===== config.mk =====
export PLATFORM = sky130hd
export DESIGN_NAME = pfc_host
export DESIGN_NICKNAME = d
export VERILOG_FILES = /design/src/pkg/pfc_pkg.sv /design/src/design/pfc_host.sv
export SDC_FILE = /design/constraint.sdc
export NUM_CORES = 1
export LEC_CHECK = 0
export ABC_AREA = 1
export BUFFER_PORTS_ARGS = -buffer_cell sky130_fd_sc_hd__buf_2
export CORE_ASPECT_RATIO = 0.9
export CORE_UTILIZATION = 40
export DETAILED_ROUTE_END_ITERATION = 12
export SYNTH_ARGS = -nofsm -noshare
export SYNTH_HDL_FRONTEND = slang
export SYNTH_SLANG_ARGS = --single-unit

===== constraint.sdc =====
create_clock -name core_clk_i -period 6.35 [get_ports core_clk_i]
set_input_delay 1.905 -clock core_clk_i [delete_from_list [all_inputs] [get_ports core_clk_i]]
set_output_delay 1.905 -clock core_clk_i [all_outputs]
set_load 0.005 [all_outputs]

===== src/pkg/pfc_pkg.sv =====
`default_nettype none
package pfc_pkg;
    localparam int         ADDR_W        = 18;
    localparam int         DATA_W        = 16;
    localparam logic [17:0] UNLOCK_ADDR1 = 18'h05555;
    localparam logic [17:0] UNLOCK_ADDR2 = 18'h02AAA;
    localparam logic [7:0] CMD_UNLOCK1   = 8'hAA;
    localparam logic [7:0] CMD_UNLOCK2   = 8'h55;
    localparam logic [7:0] CMD_PROGRAM   = 8'hA0;
    localparam logic [7:0] CMD_ERASE     = 8'h80;
    localparam logic [7:0] CMD_ID_ENTRY  = 8'h90;
    localparam logic [7:0] CMD_QUERY     = 8'h98;
    localparam logic [7:0] CMD_EXIT      = 8'hF0;
    localparam logic [7:0] CMD_SECTOR    = 8'h30;
    localparam logic [7:0] CMD_BLOCK     = 8'h50;
    localparam logic [7:0] CMD_CHIP      = 8'h10;
    localparam logic [7:0] UPPER_FILL    = 8'h00;
    localparam int         SECTOR_LSB    = 11;
    localparam int         BLOCK_LSB     = 15;
    localparam int         TOGGLE_BIT    = 6;
    localparam int         POLL_BIT      = 7;
    // Bus phase timing at 10 MHz
    localparam int         CLK_NS        = 100;
    localparam int         STROBE_NS     = 200;
    localparam int         STROBE_CYC    = (STROBE_NS + CLK_NS - 1) / CLK_NS;
    localparam int         READ_NS       = 200;
    localparam int         READ_CYC      = (READ_NS + CLK_NS - 1) / CLK_NS;
    localparam int         GAP_NS        = 100;
    localparam int         GAP_CYC       = (GAP_NS + CLK_NS - 1) / CLK_NS;
    localparam logic [3:0] CNT_RESET     = 4'h0;
    localparam logic [2:0] STEP_RESET    = 3'h0;

    typedef enum logic [2:0] {
        PFC_OP_READ, PFC_OP_PROGRAM, PFC_OP_SECTOR, PFC_OP_BLOCK,
        PFC_OP_CHIP, PFC_OP_ID, PFC_OP_QUERY, PFC_OP_EXIT
    } pfc_op_t;

    typedef struct packed {
        pfc_op_t            op;
        logic [17:0]        addr;
        logic [15:0]        data;
    } pfc_req_t;

    typedef struct packed {
        logic        ce_n;
        logic        oe_n;
        logic        we_n;
        logic [17:0] addr;
        logic [15:0] dq;
        logic        dq_oe;
    } pfc_pins_t;
endpackage : pfc_pkg
`default_nettype wire


===== src/design/pfc_host.sv =====
`default_nettype none
//////////////////////////////////////////////////////////////////////////////
// Operation
// - Program preceded by three unlock cycles; erase is six cycles.
// - Upper eight data lines driven to valid levels during commands.
// - Query entry: three cycles, last writes 98H at 5555H.
// - Query mode holds until the exit command is written.
// - Sector erase ends 30H at sector; block erase 50H at block.
// - Chip erase ends 10H at 5555H in the sixth cycle.
module pfc_host
    import pfc_pkg::*;
(
    // Clock and reset
    input  wire logic              core_clk_i,
    input  wire logic              rst_i,
    // User request
    input  wire logic              req_valid_i,
    input  wire pfc_req_t          req_i,
    output logic                   req_ready_o,
    output logic                   rsp_valid_o,
    output logic [DATA_W-1:0]      rsp_data_o,
    // Flash pins
    output logic                   ce_n_o,
    output logic                   oe_n_o,
    output logic                   we_n_o,
    output logic [ADDR_W-1:0]      addr_o,
    output logic [DATA_W-1:0]      dq_o,
    output logic                   dq_oe_o,
    input  wire logic [DATA_W-1:0] dq_i
);
    typedef enum logic [2:0] {
        PFC_IDLE, PFC_SETUP, PFC_STROBE, PFC_GAP, PFC_READ, PFC_POLL
    } pfc_state_t;

    pfc_state_t        state_q;
    pfc_req_t          cur_q;
    pfc_pins_t         pins_q;
    logic [2:0]        step_q;
    logic [3:0]        cnt_q;
    logic              poll_first_q;
    logic              last_tog_q;
    logic [DATA_W-1:0] rsp_q;
    logic              rsp_v_q;
    logic [DATA_W-1:0] s1_q, s2_q, s3_q;
    logic [DATA_W-1:0] dq_sync;

    ////////////////////////////////////////////////////////////////////////
    // Cycle table
    logic [2:0]        n_steps;
    logic [17:0]       cyc_addr;
    logic [7:0]        cyc_data;
    logic              is_alter;
    logic [17:0]       sect_addr;
    logic [17:0]       blk_addr;
    assign sect_addr = {cur_q.addr[17:SECTOR_LSB], 11'h000};
    assign blk_addr  = {cur_q.addr[17:BLOCK_LSB], 15'h0000};
    assign is_alter  = (cur_q.op inside {PFC_OP_PROGRAM, PFC_OP_SECTOR, PFC_OP_BLOCK, PFC_OP_CHIP});

    always_comb
    begin
        n_steps = 3'h3;
        case (cur_q.op)
            PFC_OP_READ:    n_steps = 3'h0;
            PFC_OP_PROGRAM: n_steps = 3'h4;
            PFC_OP_SECTOR,
            PFC_OP_BLOCK,
            PFC_OP_CHIP:    n_steps = 3'h6;
            PFC_OP_EXIT:    n_steps = 3'h1;
            default:        n_steps = 3'h3;
        endcase
    end

    // Unlock pairs at steps 0,1 and 3,4; command at 2 and 5
    always_comb
    begin
        cyc_addr = UNLOCK_ADDR1;
        cyc_data = CMD_UNLOCK1;
        case (step_q)
            3'h0, 3'h3:
            begin
                cyc_addr = UNLOCK_ADDR1;
                cyc_data = CMD_UNLOCK1;
            end
            3'h1, 3'h4:
            begin
                cyc_addr = UNLOCK_ADDR2;
                cyc_data = CMD_UNLOCK2;
            end
            3'h2:
            begin
                cyc_addr = UNLOCK_ADDR1;
                case (cur_q.op)
                    PFC_OP_PROGRAM: cyc_data = CMD_PROGRAM;
                    PFC_OP_ID:      cyc_data = CMD_ID_ENTRY;
                    PFC_OP_QUERY:   cyc_data = CMD_QUERY;
                    PFC_OP_EXIT:    cyc_data = CMD_EXIT;
                    default:        cyc_data = CMD_ERASE;
                endcase
            end
            3'h5:
            begin
                case (cur_q.op)
                    PFC_OP_SECTOR:
                    begin
                        cyc_addr = sect_addr;
                        cyc_data = CMD_SECTOR;
                    end
                    PFC_OP_BLOCK:
                    begin
                        cyc_addr = blk_addr;
                        cyc_data = CMD_BLOCK;
                    end
                    default:
                    begin
                        cyc_addr = UNLOCK_ADDR1;
                        cyc_data = CMD_CHIP;
                    end
                endcase
            end
            default:
            begin
                cyc_addr = UNLOCK_ADDR1;
                cyc_data = CMD_UNLOCK1;
            end
        endcase
    end

    // Single-cycle exit writes F0H, program data word goes at step 3
    logic              data_step;
    logic [15:0]       wr_word;
    logic [17:0]       wr_addr;
    logic              last_step;
    assign data_step = (cur_q.op == PFC_OP_PROGRAM) && (step_q == 3'h3);
    assign wr_word   = data_step ? cur_q.data :
                       (cur_q.op == PFC_OP_EXIT) ? {UPPER_FILL, CMD_EXIT} :
                       {UPPER_FILL, cyc_data};
    assign wr_addr   = data_step ? cur_q.addr :
                       (cur_q.op == PFC_OP_EXIT) ? cur_q.addr : cyc_addr;
    assign last_step = (step_q == n_steps - 3'h1);

    ////////////////////////////////////////////////////////////////////////
    // Read data synchroniser, second and third must agree
    always_ff @(posedge core_clk_i or posedge rst_i)
    begin
        if (rst_i)
        begin
            s1_q <= 16'h0000;
            s2_q <= 16'h0000;
            s3_q <= 16'h0000;
        end
        else
        begin
            s1_q <= dq_i;
            s2_q <= s1_q;
            s3_q <= s2_q;
        end
    end
    assign dq_sync = s3_q;
    logic stable;
    assign stable = (s2_q == s3_q);

    ////////////////////////////////////////////////////////////////////////
    // Sequencer
    always_ff @(posedge core_clk_i or posedge rst_i)
    begin
        if (rst_i)
        begin
            state_q      <= PFC_IDLE;
            cur_q        <= '0;
            pins_q       <= '{ce_n: 1'b1, oe_n: 1'b1, we_n: 1'b1, addr: '0, dq: '0, dq_oe: 1'b0};
            step_q       <= STEP_RESET;
            cnt_q        <= CNT_RESET;
            poll_first_q <= 1'b0;
            last_tog_q   <= 1'b0;
            rsp_q        <= 16'h0000;
            rsp_v_q      <= 1'b0;
        end
        else
        begin
            rsp_v_q <= 1'b0;
            case (state_q)
                PFC_IDLE:
                    if (req_valid_i)
                    begin
                        cur_q   <= req_i;
                        step_q  <= STEP_RESET;
                        cnt_q   <= CNT_RESET;
                        state_q <= PFC_SETUP;
                    end
                PFC_SETUP:
                begin
                    pins_q.ce_n <= 1'b0;
                    pins_q.oe_n <= (n_steps == 3'h0) ? 1'b0 : 1'b1;
                    pins_q.addr <= (n_steps == 3'h0) ? cur_q.addr : wr_addr;
                    pins_q.dq   <= wr_word;
                    pins_q.dq_oe <= (n_steps != 3'h0);
                    cnt_q       <= CNT_RESET;
                    state_q     <= (n_steps == 3'h0) ? PFC_READ : PFC_STROBE;
                end
                PFC_STROBE:
                begin
                    pins_q.we_n <= 1'b0;
                    cnt_q       <= cnt_q + 4'h1;
                    if (cnt_q == 4'(STROBE_CYC))
                    begin
                        pins_q.we_n <= 1'b1;
                        cnt_q       <= CNT_RESET;
                        state_q     <= PFC_GAP;
                    end
                end
                PFC_GAP:
                begin
                    pins_q.ce_n  <= 1'b1;
                    pins_q.dq_oe <= 1'b0;
                    cnt_q        <= cnt_q + 4'h1;
                    if (cnt_q == 4'(GAP_CYC))
                    begin
                        cnt_q  <= CNT_RESET;
                        step_q <= step_q + 3'h1;
                        if (!last_step)
                            state_q <= PFC_SETUP;
                        else if (is_alter)
                        begin
                            // Status valid only now, after last strobe
                            poll_first_q <= 1'b1;
                            pins_q.ce_n  <= 1'b0;
                            pins_q.oe_n  <= 1'b0;
                            state_q      <= PFC_POLL;
                        end
                        else
                        begin
                            rsp_v_q <= 1'b1;
                            state_q <= PFC_IDLE;
                        end
                    end
                end
                PFC_READ, PFC_POLL:
                begin
                    cnt_q <= cnt_q + 4'h1;
                    if (cnt_q >= 4'(READ_CYC + 2) && stable)
                    begin
                        // Deselect between polls so each is a fresh read
                        pins_q.ce_n <= 1'b1;
                        pins_q.oe_n <= 1'b1;
                        cnt_q       <= CNT_RESET;
                        rsp_q       <= dq_sync;
                        last_tog_q  <= dq_sync[TOGGLE_BIT];
                        poll_first_q <= 1'b0;
                        if (state_q == PFC_READ)
                        begin
                            rsp_v_q <= 1'b1;
                            state_q <= PFC_IDLE;
                        end
                        else if (!poll_first_q && dq_sync[TOGGLE_BIT] == last_tog_q)
                        begin
                            rsp_v_q <= 1'b1;
                            state_q <= PFC_IDLE;
                        end
                        else
                            state_q <= PFC_POLL;
                    end
                end
                default:
                    state_q <= PFC_IDLE;
            endcase
            // Reselect after one idle cycle; a write here would corrupt the part
            if (state_q == PFC_POLL && cnt_q == CNT_RESET)
            begin
                pins_q.ce_n <= 1'b0;
                pins_q.oe_n <= 1'b0;
            end
        end
    end

    ////////////////////////////////////////////////////////////////////////
    assign req_ready_o = (state_q == PFC_IDLE);
    assign rsp_valid_o = rsp_v_q;
    assign rsp_data_o  = rsp_q;
    assign ce_n_o      = pins_q.ce_n;
    assign oe_n_o      = pins_q.oe_n;
    assign we_n_o      = pins_q.we_n;
    assign addr_o      = pins_q.addr;
    assign dq_o        = pins_q.dq;
    assign dq_oe_o     = pins_q.dq_oe;
endmodule // pfc_host
`default_nettype wire


==> results.md, run 1 <==
* Status: finished clean
* Vias in the first global route at 4,816
* Fill count at 1,427
* Power per cell area at 449 nW/um^2
* Final setup vio count at 0
* Clock-pin slew on the worst setup and hold paths at 0.06 ns
* Element type at the critical path start: register
* Cts repair resizes at 0
* Share of the yosys chip area belonging to registers at 59.0%
* Largest net degree at the start of global routing at 111
* Reg-to-reg slack, setup at 3.87 ns
* DRT Pass-1 Iters at 4
* Top cell type by total area after synthesis: dfrtp_1
* Most common cell after layout, fill and taps aside: nand2_1
* Post-Place Worst Slack at 2.96 ns
* Die width at 135 um
* Yosys synthesis warning count at 0
* Mapped Nets at 733
* CP Class: register to primary output
* Post-synth top flop: dfrtp_1
* Met2 global-route usage at 28.4%
* VDD IR max at 218 uV
* Post-DP HPWL at 9880 um
* Cts hold-fix bufs at 0
* Achievable clock frequency at 0.301 GHz
* Slew Limit Fails at 0
* Drt drc at 0
* Post-route setup slack at 3.03 ns
* Root buffer cell: clkbuf_16
* Clk_lat worst skew at 0.43 ns
* Synth top area share at 57.8%
* GR Util met1 at 24.9%
* Starting Density at 41.2%
* Worst slew pin tran at 1.13 ns
* Share of layout cells above drive strength 1 at 24.9%
* Max cap viols at 0
* Routed wire length at 14,100 um
* Setup Skew at 0.0107 ns
* Synthesized flop and latch total at 151
* Synth cell types at 38
* Ranking of synthesized cells by area: dfrtp_1, nand2_1, inv_1
* Core Region at 15,500 um^2
* Die Y at 122 um
* Synth Instances at 667
* Number of port buffers at 111
* Slew margin rel. at 24.3%
* Final nets at 849
* Leakage power at 4.06 nW
* Critical Path AT at 1.42 ns
* Area Growth Syn to Fin at 20.5%
* H-tree depth at 4
* Busiest layer in global routing: met2
* Fin crit share at 52.3%
* Via density at 4.84
* CTS Buffer Depth at 2
* RD Place Congestion at 0.901
* Syn Area/Cell at 9.61 um^2
* # IOs at 112
* Final min period at 3.32 ns
* CTS tree: yes
* GRT overflow at 0
* Post CTS Setup Buffer Count at 0
* Vias at 4,828
* TritonCTS buffer count at 17
* Placed insts at 966
* Type of the tightest min-delay check: register to register
* Finished Layout Cells at 998
* Post-route ant nets at 0
* Max FO, Critical Path at 5
* First DRT Iteration DRCs at 270
* Site Rows at 43
* M3 GR Usage at 4.41%
* GR Util All Layers at 18.5%
* Worst Hold Margin at 0.348 ns
* Setup TNS at 0 ns
* Global-route wire length before repair at 23,400 um
* Ys async rst share at 100%
* Critical path capture point type: primary output
* Clock sinks at 151
* Cell area after synthesis at 6410 um^2
* WL per Instance at 14.2 um
* Initial antenna violation count at 0
* Worst path required time at 4.45 ns
* Number of antenna diodes at 0
* RSZ-0062 raised after global routing: false
* Final Hold Violating Endpoints at 0
* Post-synth EDFFs at 0
* Die area at 16,500 um^2
* Area of the multi-input gates at 2260 um^2
* FF/Latch Area at 3780 um^2
* Most frequent cells in the layout: nand2_1, dfrtp_1, buf_2
[worst max-delay path: stages (launching register included)]
cell and delay (ns):
dfrtp_1 0.42, nor2_1 0.22, inv_2 0.09, nor2_4 0.13, buf_2 0.13
[power by group]
| group | internal, mW | switching [mW] | leakage, nW |
|---|---|---|---|
| clock network | 0.551 | 0.432 | 0.276 |
| logic | 0.429 | 0.691 | 1.95 |
| registers | 1.21 | 0.150 | 1.83 |
| total | 2.19 | 1.27 | 4.06 |
[layout make-up]
cell class	instances	area share [%]
clock buffer	18	5.55
sequential	151	48.9
inverter	79	3.90
tap	202	3.27
timing repair buffer	112	7.29
multi-input combinational	422	29.2
clock inverter	14	1.80
[Yosys cell counts, types with 3 or more instances]
| cell | instances |
|---|---|
| nor2_4 | 5 |
| buf_2 | 5 |
| inv_1 | 71 |
| inv_2 | 8 |
| clkbuf_1 | 5 |
| nand2_2 | 5 |
| o31ai_1 | 3 |
| a2bb2oi_1 | 6 |
| o21ai_1 | 6 |
| nor2_1 | 65 |
| mux2_2 | 15 |
| nand2_1 | 174 |
| nand3_2 | 4 |
| buf_4 | 3 |
| dfstp_2 | 3 |
| ha_1 | 10 |
| mux2_1 | 7 |
| nand3_1 | 25 |
| o211ai_2 | 5 |
| a21oi_1 | 39 |
| o21ai_0 | 17 |
| dfrtp_1 | 148 |
| nand4_1 | 10 |
| nor2_2 | 3 |
| nor3_1 | 3 |
[path summary, 6_finish.rpt]
path | start | endpoint | cells after the start
hold / removal | s1_q[0] | s2_q[0] | 0
max in group asynchronous | rst_i | we_n_o | 3
hold reg to reg | s1_q[0] | s2_q[0] | 0
min in group asynchronous | rst_i | cur_q[21] | 2
setup / recovery | state_q[2] | req_ready_o | 4
setup reg to reg | state_q[2] | state_q[1] | 9
[registers in the layout (all words and copies together) (netlist names), 4 cells and up]
register	cells
rsp_data_o	16
cnt_q	4
s1_q	16
addr_o	18
cur_q	34
s2_q	16
dq_sync	16
dq_o	16
[through the flow]
stage | power (mW) | cell area [um^2] | util [%]
final | 3.47 | 7730 | 49.7
after global routing | 3.71 | 7730 | 49.7
after CTS | 3.50 | 7730 | 49.7
after detailed placement | 2.50 | 7160 | 46.0
after global placement | 2.47 | 7160 | 46.0
after floorplan | 2.17 | 6410 | -
[per-layer routing]
metal	vias to the layer above	part of all wire, %	wire, um
met5	-	0	0
li1	2374	-	-
met2	114	46	6540
met3	21	4.2	593
met1	2319	47	6680
met4	0	2.3	320
[cell families (layout without fill, tap and decap cells)]
| group | Yosys count | count (layout) | share of synthesized area (%) |
|---|---|---|---|
| simple gates | 298 | 298 | 20.0 |
| flops | 151 | 151 | 59.0 |
| buf+inv | 94 | 223 | 5.78 |
| compound gates | 88 | 88 | 8.88 |
| mux | 22 | 22 | 3.86 |
| fa+ha+maj | 10 | 10 | 1.95 |
| xor+xnor | 4 | 4 | 0.546 |
Power figures use the tool's default switching activity.
==> run 2: changes to the inputs <==
--- a/config.mk
+++ b/config.mk
@@ -5,7 +5,7 @@
 export SDC_FILE = /design/constraint.sdc
 export NUM_CORES = 1
 export LEC_CHECK = 0
-export ABC_AREA = 1
+export ABC_AREA = 0
 export BUFFER_PORTS_ARGS = -buffer_cell sky130_fd_sc_hd__buf_2
 export CORE_ASPECT_RATIO = 0.9
 export CORE_UTILIZATION = 40
==> constraint.sdc (replaced) <==
create_clock -name core_clk_i -period 2.8 [get_ports core_clk_i]
set_input_delay 0.84 -clock core_clk_i [delete_from_list [all_inputs] [get_ports core_clk_i]]
set_output_delay 0.84 -clock core_clk_i [all_outputs]
set_load 0.005 [all_outputs]
==> results.md, run 2 <==
* Status: finished clean
* DRT Pass-1 Iters at 5
* RSZ-0062 raised after global routing: false
* Most common cell after layout, fill and taps aside: nand2_1
* Yosys synthesis warning count at 0
* Min-delay src: s1_q[13]
* Post CTS Setup Buffer Count at 0
* Synthesized flop and latch total at 151
* Die Y at 120 um
* Synth Instances at 585
* Largest Register: cur_q
* DP Area at 6960 um^2
* Critical path capture point type: register
* Element type at the critical path start: register
* Max cap viols at 0
* Final nets at 764
* Root buffer cell: clkbuf_16
* Final Hold Violating Endpoints at 0
* Share of layout cells above drive strength 1 at 25.3%
* CTS Buffer Depth at 2
* Syn Area/Cell at 10.6 um^2
* Type of the tightest min-delay check: register to register
* Ranking of synthesized cells by area: dfrtp_1, nand2_1, o21ai_0
* Via density at 4.86
* Fin crit share at 94.5%
* Die width at 133 um
* Mapped Nets at 651
* GR Util All Layers at 17.7%
* Post-route ant nets at 0
* VDD IR max at 523 uV
* CTS tree: yes
* Post-route cell area at 7530 um^2
* Cts repair resizes at 0
* CP Class: register to register
* Post-DP HPWL at 8710 um
* Slew margin rel. at 38.9%
* Max incr delay on CP at 0.65 ns
* Largest net degree at the start of global routing at 152
* Hold path endpoint: s2_q[13]
* Setup Skew at 0.00846 ns
* Post-synth top flop: dfrtp_1
* GRT overflow at 0
* Vias in the first global route at 4,349
* Synth cell types at 52
* Synth top cells by count: nand2_1, dfrtp_1, o21ai_0
* Cell breakdown of the critical path: nor2_1 -> a21boi_1 -> ha_1 -> inv_1 -> a31o_2 -> nand2b_1 -> nor2_2 -> a21oi_1 -> o21ai_0
* Clock-pin slew on the worst setup and hold paths at 0.07 ns
* Number of antenna diodes at 0
* Drt drc at 0
* Max FO, Critical Path at 17
* # IOs at 112
* Most frequent cells in the layout: nand2_1, dfrtp_1, buf_2
* Post-synth EDFFs at 0
* H-tree depth at 4
* Most numerous cell in the Yosys netlist: nand2_1
* Worst path required time at 3.12 ns
* Number of flip-flops in the largest register at 34
* Achievable clock frequency at 0.378 GHz
* Cell area after synthesis at 6180 um^2
* Worst Reg-to-Reg Cells at 9
* Worst R2R Start: cur_q[35]
* Buffers and inverters on the worst path at 1
* Leakage power at 3.80 nW
* Core Region at 14,900 um^2
* Synth top area share at 60.0%
* Reg-to-reg slack, setup at 0.15 ns
* Fill count at 1,360
* Final min period at 2.65 ns
* Clock sinks at 151
* Reg2reg end: addr_o[2]
* WL per Instance at 14.4 um
* Site Rows at 42
* RD Place Congestion at 0.843
* Ys async rst share at 100%
* Setup TNS at 0 ns
* Area of the multi-input gates at 2210 um^2
* Starting Density at 41.5%
* Total power at 7.75 mW
* Clk_lat worst skew at 0.42 ns
* Worst slew pin tran at 0.916 ns
* Top cell type by total area after synthesis: dfrtp_1
* Initial antenna violation count at 0
* Vias at 4,416
* Routed wire length at 13,100 um
* Post-Place Worst Slack at 0.223 ns
* Power per cell area at 1030 nW/um^2
* Number of port buffers at 111
* Slew Limit Fails at 0
* First DRT Iteration DRCs at 265
* Global-route wire length before repair at 21,900 um
* Area Growth Syn to Fin at 22.0%
* Share of the yosys chip area belonging to registers at 61.2%
* Cts hold-fix bufs at 0
* FF/Latch Area at 3780 um^2
* Die area at 15,900 um^2
* TritonCTS buffer count at 17
* Post-route setup slack at 0.154 ns
* CP top delay family: compound AO/OA/AOI/OAI gates
* Final setup vio count at 0
* Slowest CP cell: dfrtp_1
* Critical Path AT at 2.96 ns
* Worst hold stages at 0
[run 2: changes by cell type after synthesis, sizes merged, moves of 7 or more]
cell / delta
nand4: -8
a21oi: -14
nand3: -13
xor2: +13
nor2: -50
clkbuf: +12
nand2b: +7
inv: -67
o21ai: +10
nand2: -15
[run 2: stage by stage]
stage	hold slack (ns)	cells	util, %
after floorplan	0.331	585	-
after global placement	0.332	877	46.8
after detailed placement	0.335	877	46.8
after CTS	0.350	909	50.6
after global routing	0.355	909	50.6
final	0.347	909	50.6
[run 2: worst max path at each step]
stage	endpoint	cells after the start	start	slack (ns)
floorplan	addr_o[0]	1	rst_i	0.06
global placement	addr_o[12]	9	cur_q[35]	0.34
detailed placement	addr_o[14]	9	cur_q[35]	0.22
CTS	addr_o[2]	9	cur_q[35]	0.17
global route	addr_o[2]	9	cur_q[35]	0.02
finish	addr_o[2]	9	cur_q[35]	0.15
[run 2: metal layers]
| metal | global-route usage, % | share of wire [%] |
|---|---|---|
| met1 | 25.5 | 49 |
| met2 | 25.2 | 44 |
| met3 | 5.03 | 6.1 |
| met5 | 0 | 0 |
| met4 | 6.75 | 1.5 |
[run 2: layout make-up]
cell class              instances  share of cell area (%)
repair buffers                123                    8.90
flip-flops and latches        151                    50.2
clock inverters                13                    1.84
clock buffers                  19                    5.75
inverters                      12                   0.648
multi-input cells             393                    29.4
well taps                     198                    3.29
[run 2: worst register-to-register path, stage by stage, from the launching register on]
cell and delay [ns]:
dfrtp_1 0.65, nor2_1 0.10, a21boi_1 0.23, ha_1 0.25, inv_1 0.09, a31o_2 0.29
nand2b_1 0.31, nor2_2 0.37, a21oi_1 0.06, o21ai_0 0.21
[run 2: cell families (layout without fill, tap and decap cells)]
group,Yosys count,count (layout),share of synthesized area (%)
AOI/OAI and AO/OA,95,95,9.36
xor gates and xnor gates,21,21,2.98
adders and majority gates,11,11,2.19
buffers and inverters,41,167,2.98
DFF,151,151,61.2
muxes,20,20,4.07
and+or+nand+nor,246,246,17.2
[run 2: report_power, final]
part | total, mW | switching (mW) | internal, mW
clock | 2.20 | 0.949 | 1.25
sequential | 3.14 | 0.402 | 2.74
combinational | 2.41 | 1.44 | 0.964
total | 7.75 | 2.79 | 4.96
==> run 3: changes to the inputs <==
--- a/config.mk
+++ b/config.mk
@@ -10,6 +10,7 @@
 export CORE_ASPECT_RATIO = 0.9
 export CORE_UTILIZATION = 40
 export DETAILED_ROUTE_END_ITERATION = 12
+export RECOVER_POWER = 100
 export SYNTH_ARGS = -nofsm -noshare
 export SYNTH_HDL_FRONTEND = slang
 export SYNTH_SLANG_ARGS = --single-unit
==> results.md, run 3 (synthesis gave the netlist of run 2 again) <==
* Max FO, Critical Path at 17
* CTS tree: yes
* Initial antenna violation count at 0
* WL per Instance at 14.4 um
* Achievable clock frequency at 0.376 GHz
* Number of antenna diodes at 0
* Cell breakdown of the critical path: nor2_1 -> a21boi_1 -> ha_1 -> inv_1 -> a31o_2 -> nand2b_1 -> nor2_2 -> a21oi_1 -> o21ai_0
* Worst path required time at 3.11 ns
* Buffers and inverters on the worst path at 1
* Element type at the critical path start: register
* Type of the tightest min-delay check: register to register
* Final nets at 764
* Site Rows at 42
* Clock sinks at 151
* Fill count at 1,379
* Setup Skew at 0.00833 ns
* Routed wire length at 13,100 um
* Max incr delay on CP at 0.65 ns
* Core Region at 14,900 um^2
* Vias in the first global route at 4,349
* Internal power at 4.91 mW
* Share of layout cells above drive strength 1 at 20.1%
* Max cap viols at 0
* Clk_lat worst skew at 0.42 ns
* CP Class: register to register
* GRT overflow at 0
* DRT Pass-1 Iters at 4
* Clock share of power at 28.6%
* Slowest CP cell: dfrtp_1
* TritonCTS buffer count at 17
* Final Hold Violating Endpoints at 0
* Die Y at 120 um
* Die width at 133 um
* Drt drc at 0
* First DRT Iteration DRCs at 305
* CTS Buffer Depth at 2
* # IOs at 112
* Sequential share of power at 40.8%
* Most common cell after layout, fill and taps aside: nand2_1
* FF/Latch Area at 3780 um^2
* Post CTS Setup Buffer Count at 0
* Util after Layout at 50.1%
* Worst slew pin tran at 0.907 ns
* Slew Limit Fails at 0
* Most frequent cells in the layout: nand2_1, dfrtp_1, buf_2
* Number of port buffers at 111
* Area of the multi-input gates at 2180 um^2
* Comb pwr share at 30.6%
* Area Growth Syn to Fin at 20.7%
* Cts repair resizes at 0
* H-tree depth at 4
* P_sw at 2.79 mW
* Post-DP HPWL at 8710 um
* Sw Share at 36.2%
* Final setup vio count at 0
* Critical Path AT at 2.97 ns
* Status: finished clean
* Power per cell area at 1030 nW/um^2
* Critical path capture point type: register
* RSZ-0062 raised after global routing: false
* Leakage power at 3.67 nW
* Final min period at 2.66 ns
* CP top delay family: compound AO/OA/AOI/OAI gates
* Largest net degree at the start of global routing at 152
* RD Place Congestion at 0.843
* Largest Register: cur_q
* Via density at 4.89
* Clock-pin slew on the worst setup and hold paths at 0.07 ns
* Root buffer cell: clkbuf_16
* Cts hold-fix bufs at 0
* Number of flip-flops in the largest register at 34
* Starting Density at 41.5%
* VDD IR max at 519 uV
* Die area at 15,900 um^2
* Setup TNS at 0 ns
* Fin crit share at 94.9%
* Post-route ant nets at 0
* Global-route wire length before repair at 21,900 um
* Worst Hold Margin at 0.347 ns
* Slew margin rel. at 39.5%
* Vias at 4,444
* GR Util All Layers at 17.7%
## run 3: cell count changes in the layout (fill, tap and decap cells not counted), sizes merged
cell    previous run  this run
clkbuf            19        48
buf              123        94
## run 3: per-stage QoR
step | total power, mW | setup WS, ns | instance area, um^2 | std cells
4_1_cts | 7.83 | 0.172 | 7530 | 909
3_5_place_dp | 5.58 | 0.223 | 6960 | 877
5_1_grt | 8.27 | 0.0158 | 7450 | 909
6_report | 7.70 | 0.142 | 7450 | 909
2_1_floorplan | 4.80 | 0.0595 | 6180 | 585
3_3_place_gp | 5.52 | 0.343 | 6960 | 877
## run 3: path summary, 6_finish.rpt
check	start	endpoint	slack, ns	cells after the start
setup / recovery	cur_q[35]	addr_o[2]	0.14	9
hold / removal	s1_q[13]	s2_q[13]	0.35	0
setup reg to reg	cur_q[35]	addr_o[2]	0.14	9
hold reg to reg	s1_q[13]	s2_q[13]	0.35	0
max in group asynchronous	rst_i	addr_o[1]	1.55	3
min in group asynchronous	rst_i	dq_sync[1]	0.68	3
## run 3: area by class of cell
class                      instances  share of cell area [%]
tap                              198                    3.32
clock inverter                    13                    1.86
sequential                       151                    50.7
clock buffer                      19                    5.81
timing repair buffer             123                    8.39
inverter                          12                   0.621
multi-input combinational        393                    29.2
## run 3: power groups by stage
stage | combinational, mW | clock (mW) | sequential [mW]
5_1_grt | 2.71 | 2.35 | 3.22
3_5_place_dp | 2.41 | 0 | 3.17
4_1_cts | 2.43 | 2.26 | 3.14
2_1_floorplan | 1.75 | 0 | 3.05
3_3_place_gp | 2.36 | 0 | 3.16
6_report | 2.36 | 2.20 | 3.14
## run 3: routing by layer
layer / up-vias / part of all wire (%) / global-route usage [%]
li1: 2183 / - / -
met5: - / 0 / 0
met2: 110 / 45 / 25.2
met4: 0 / 1.4 / 6.75
met3: 14 / 4.6 / 5.03
met1: 2137 / 49 / 25.5
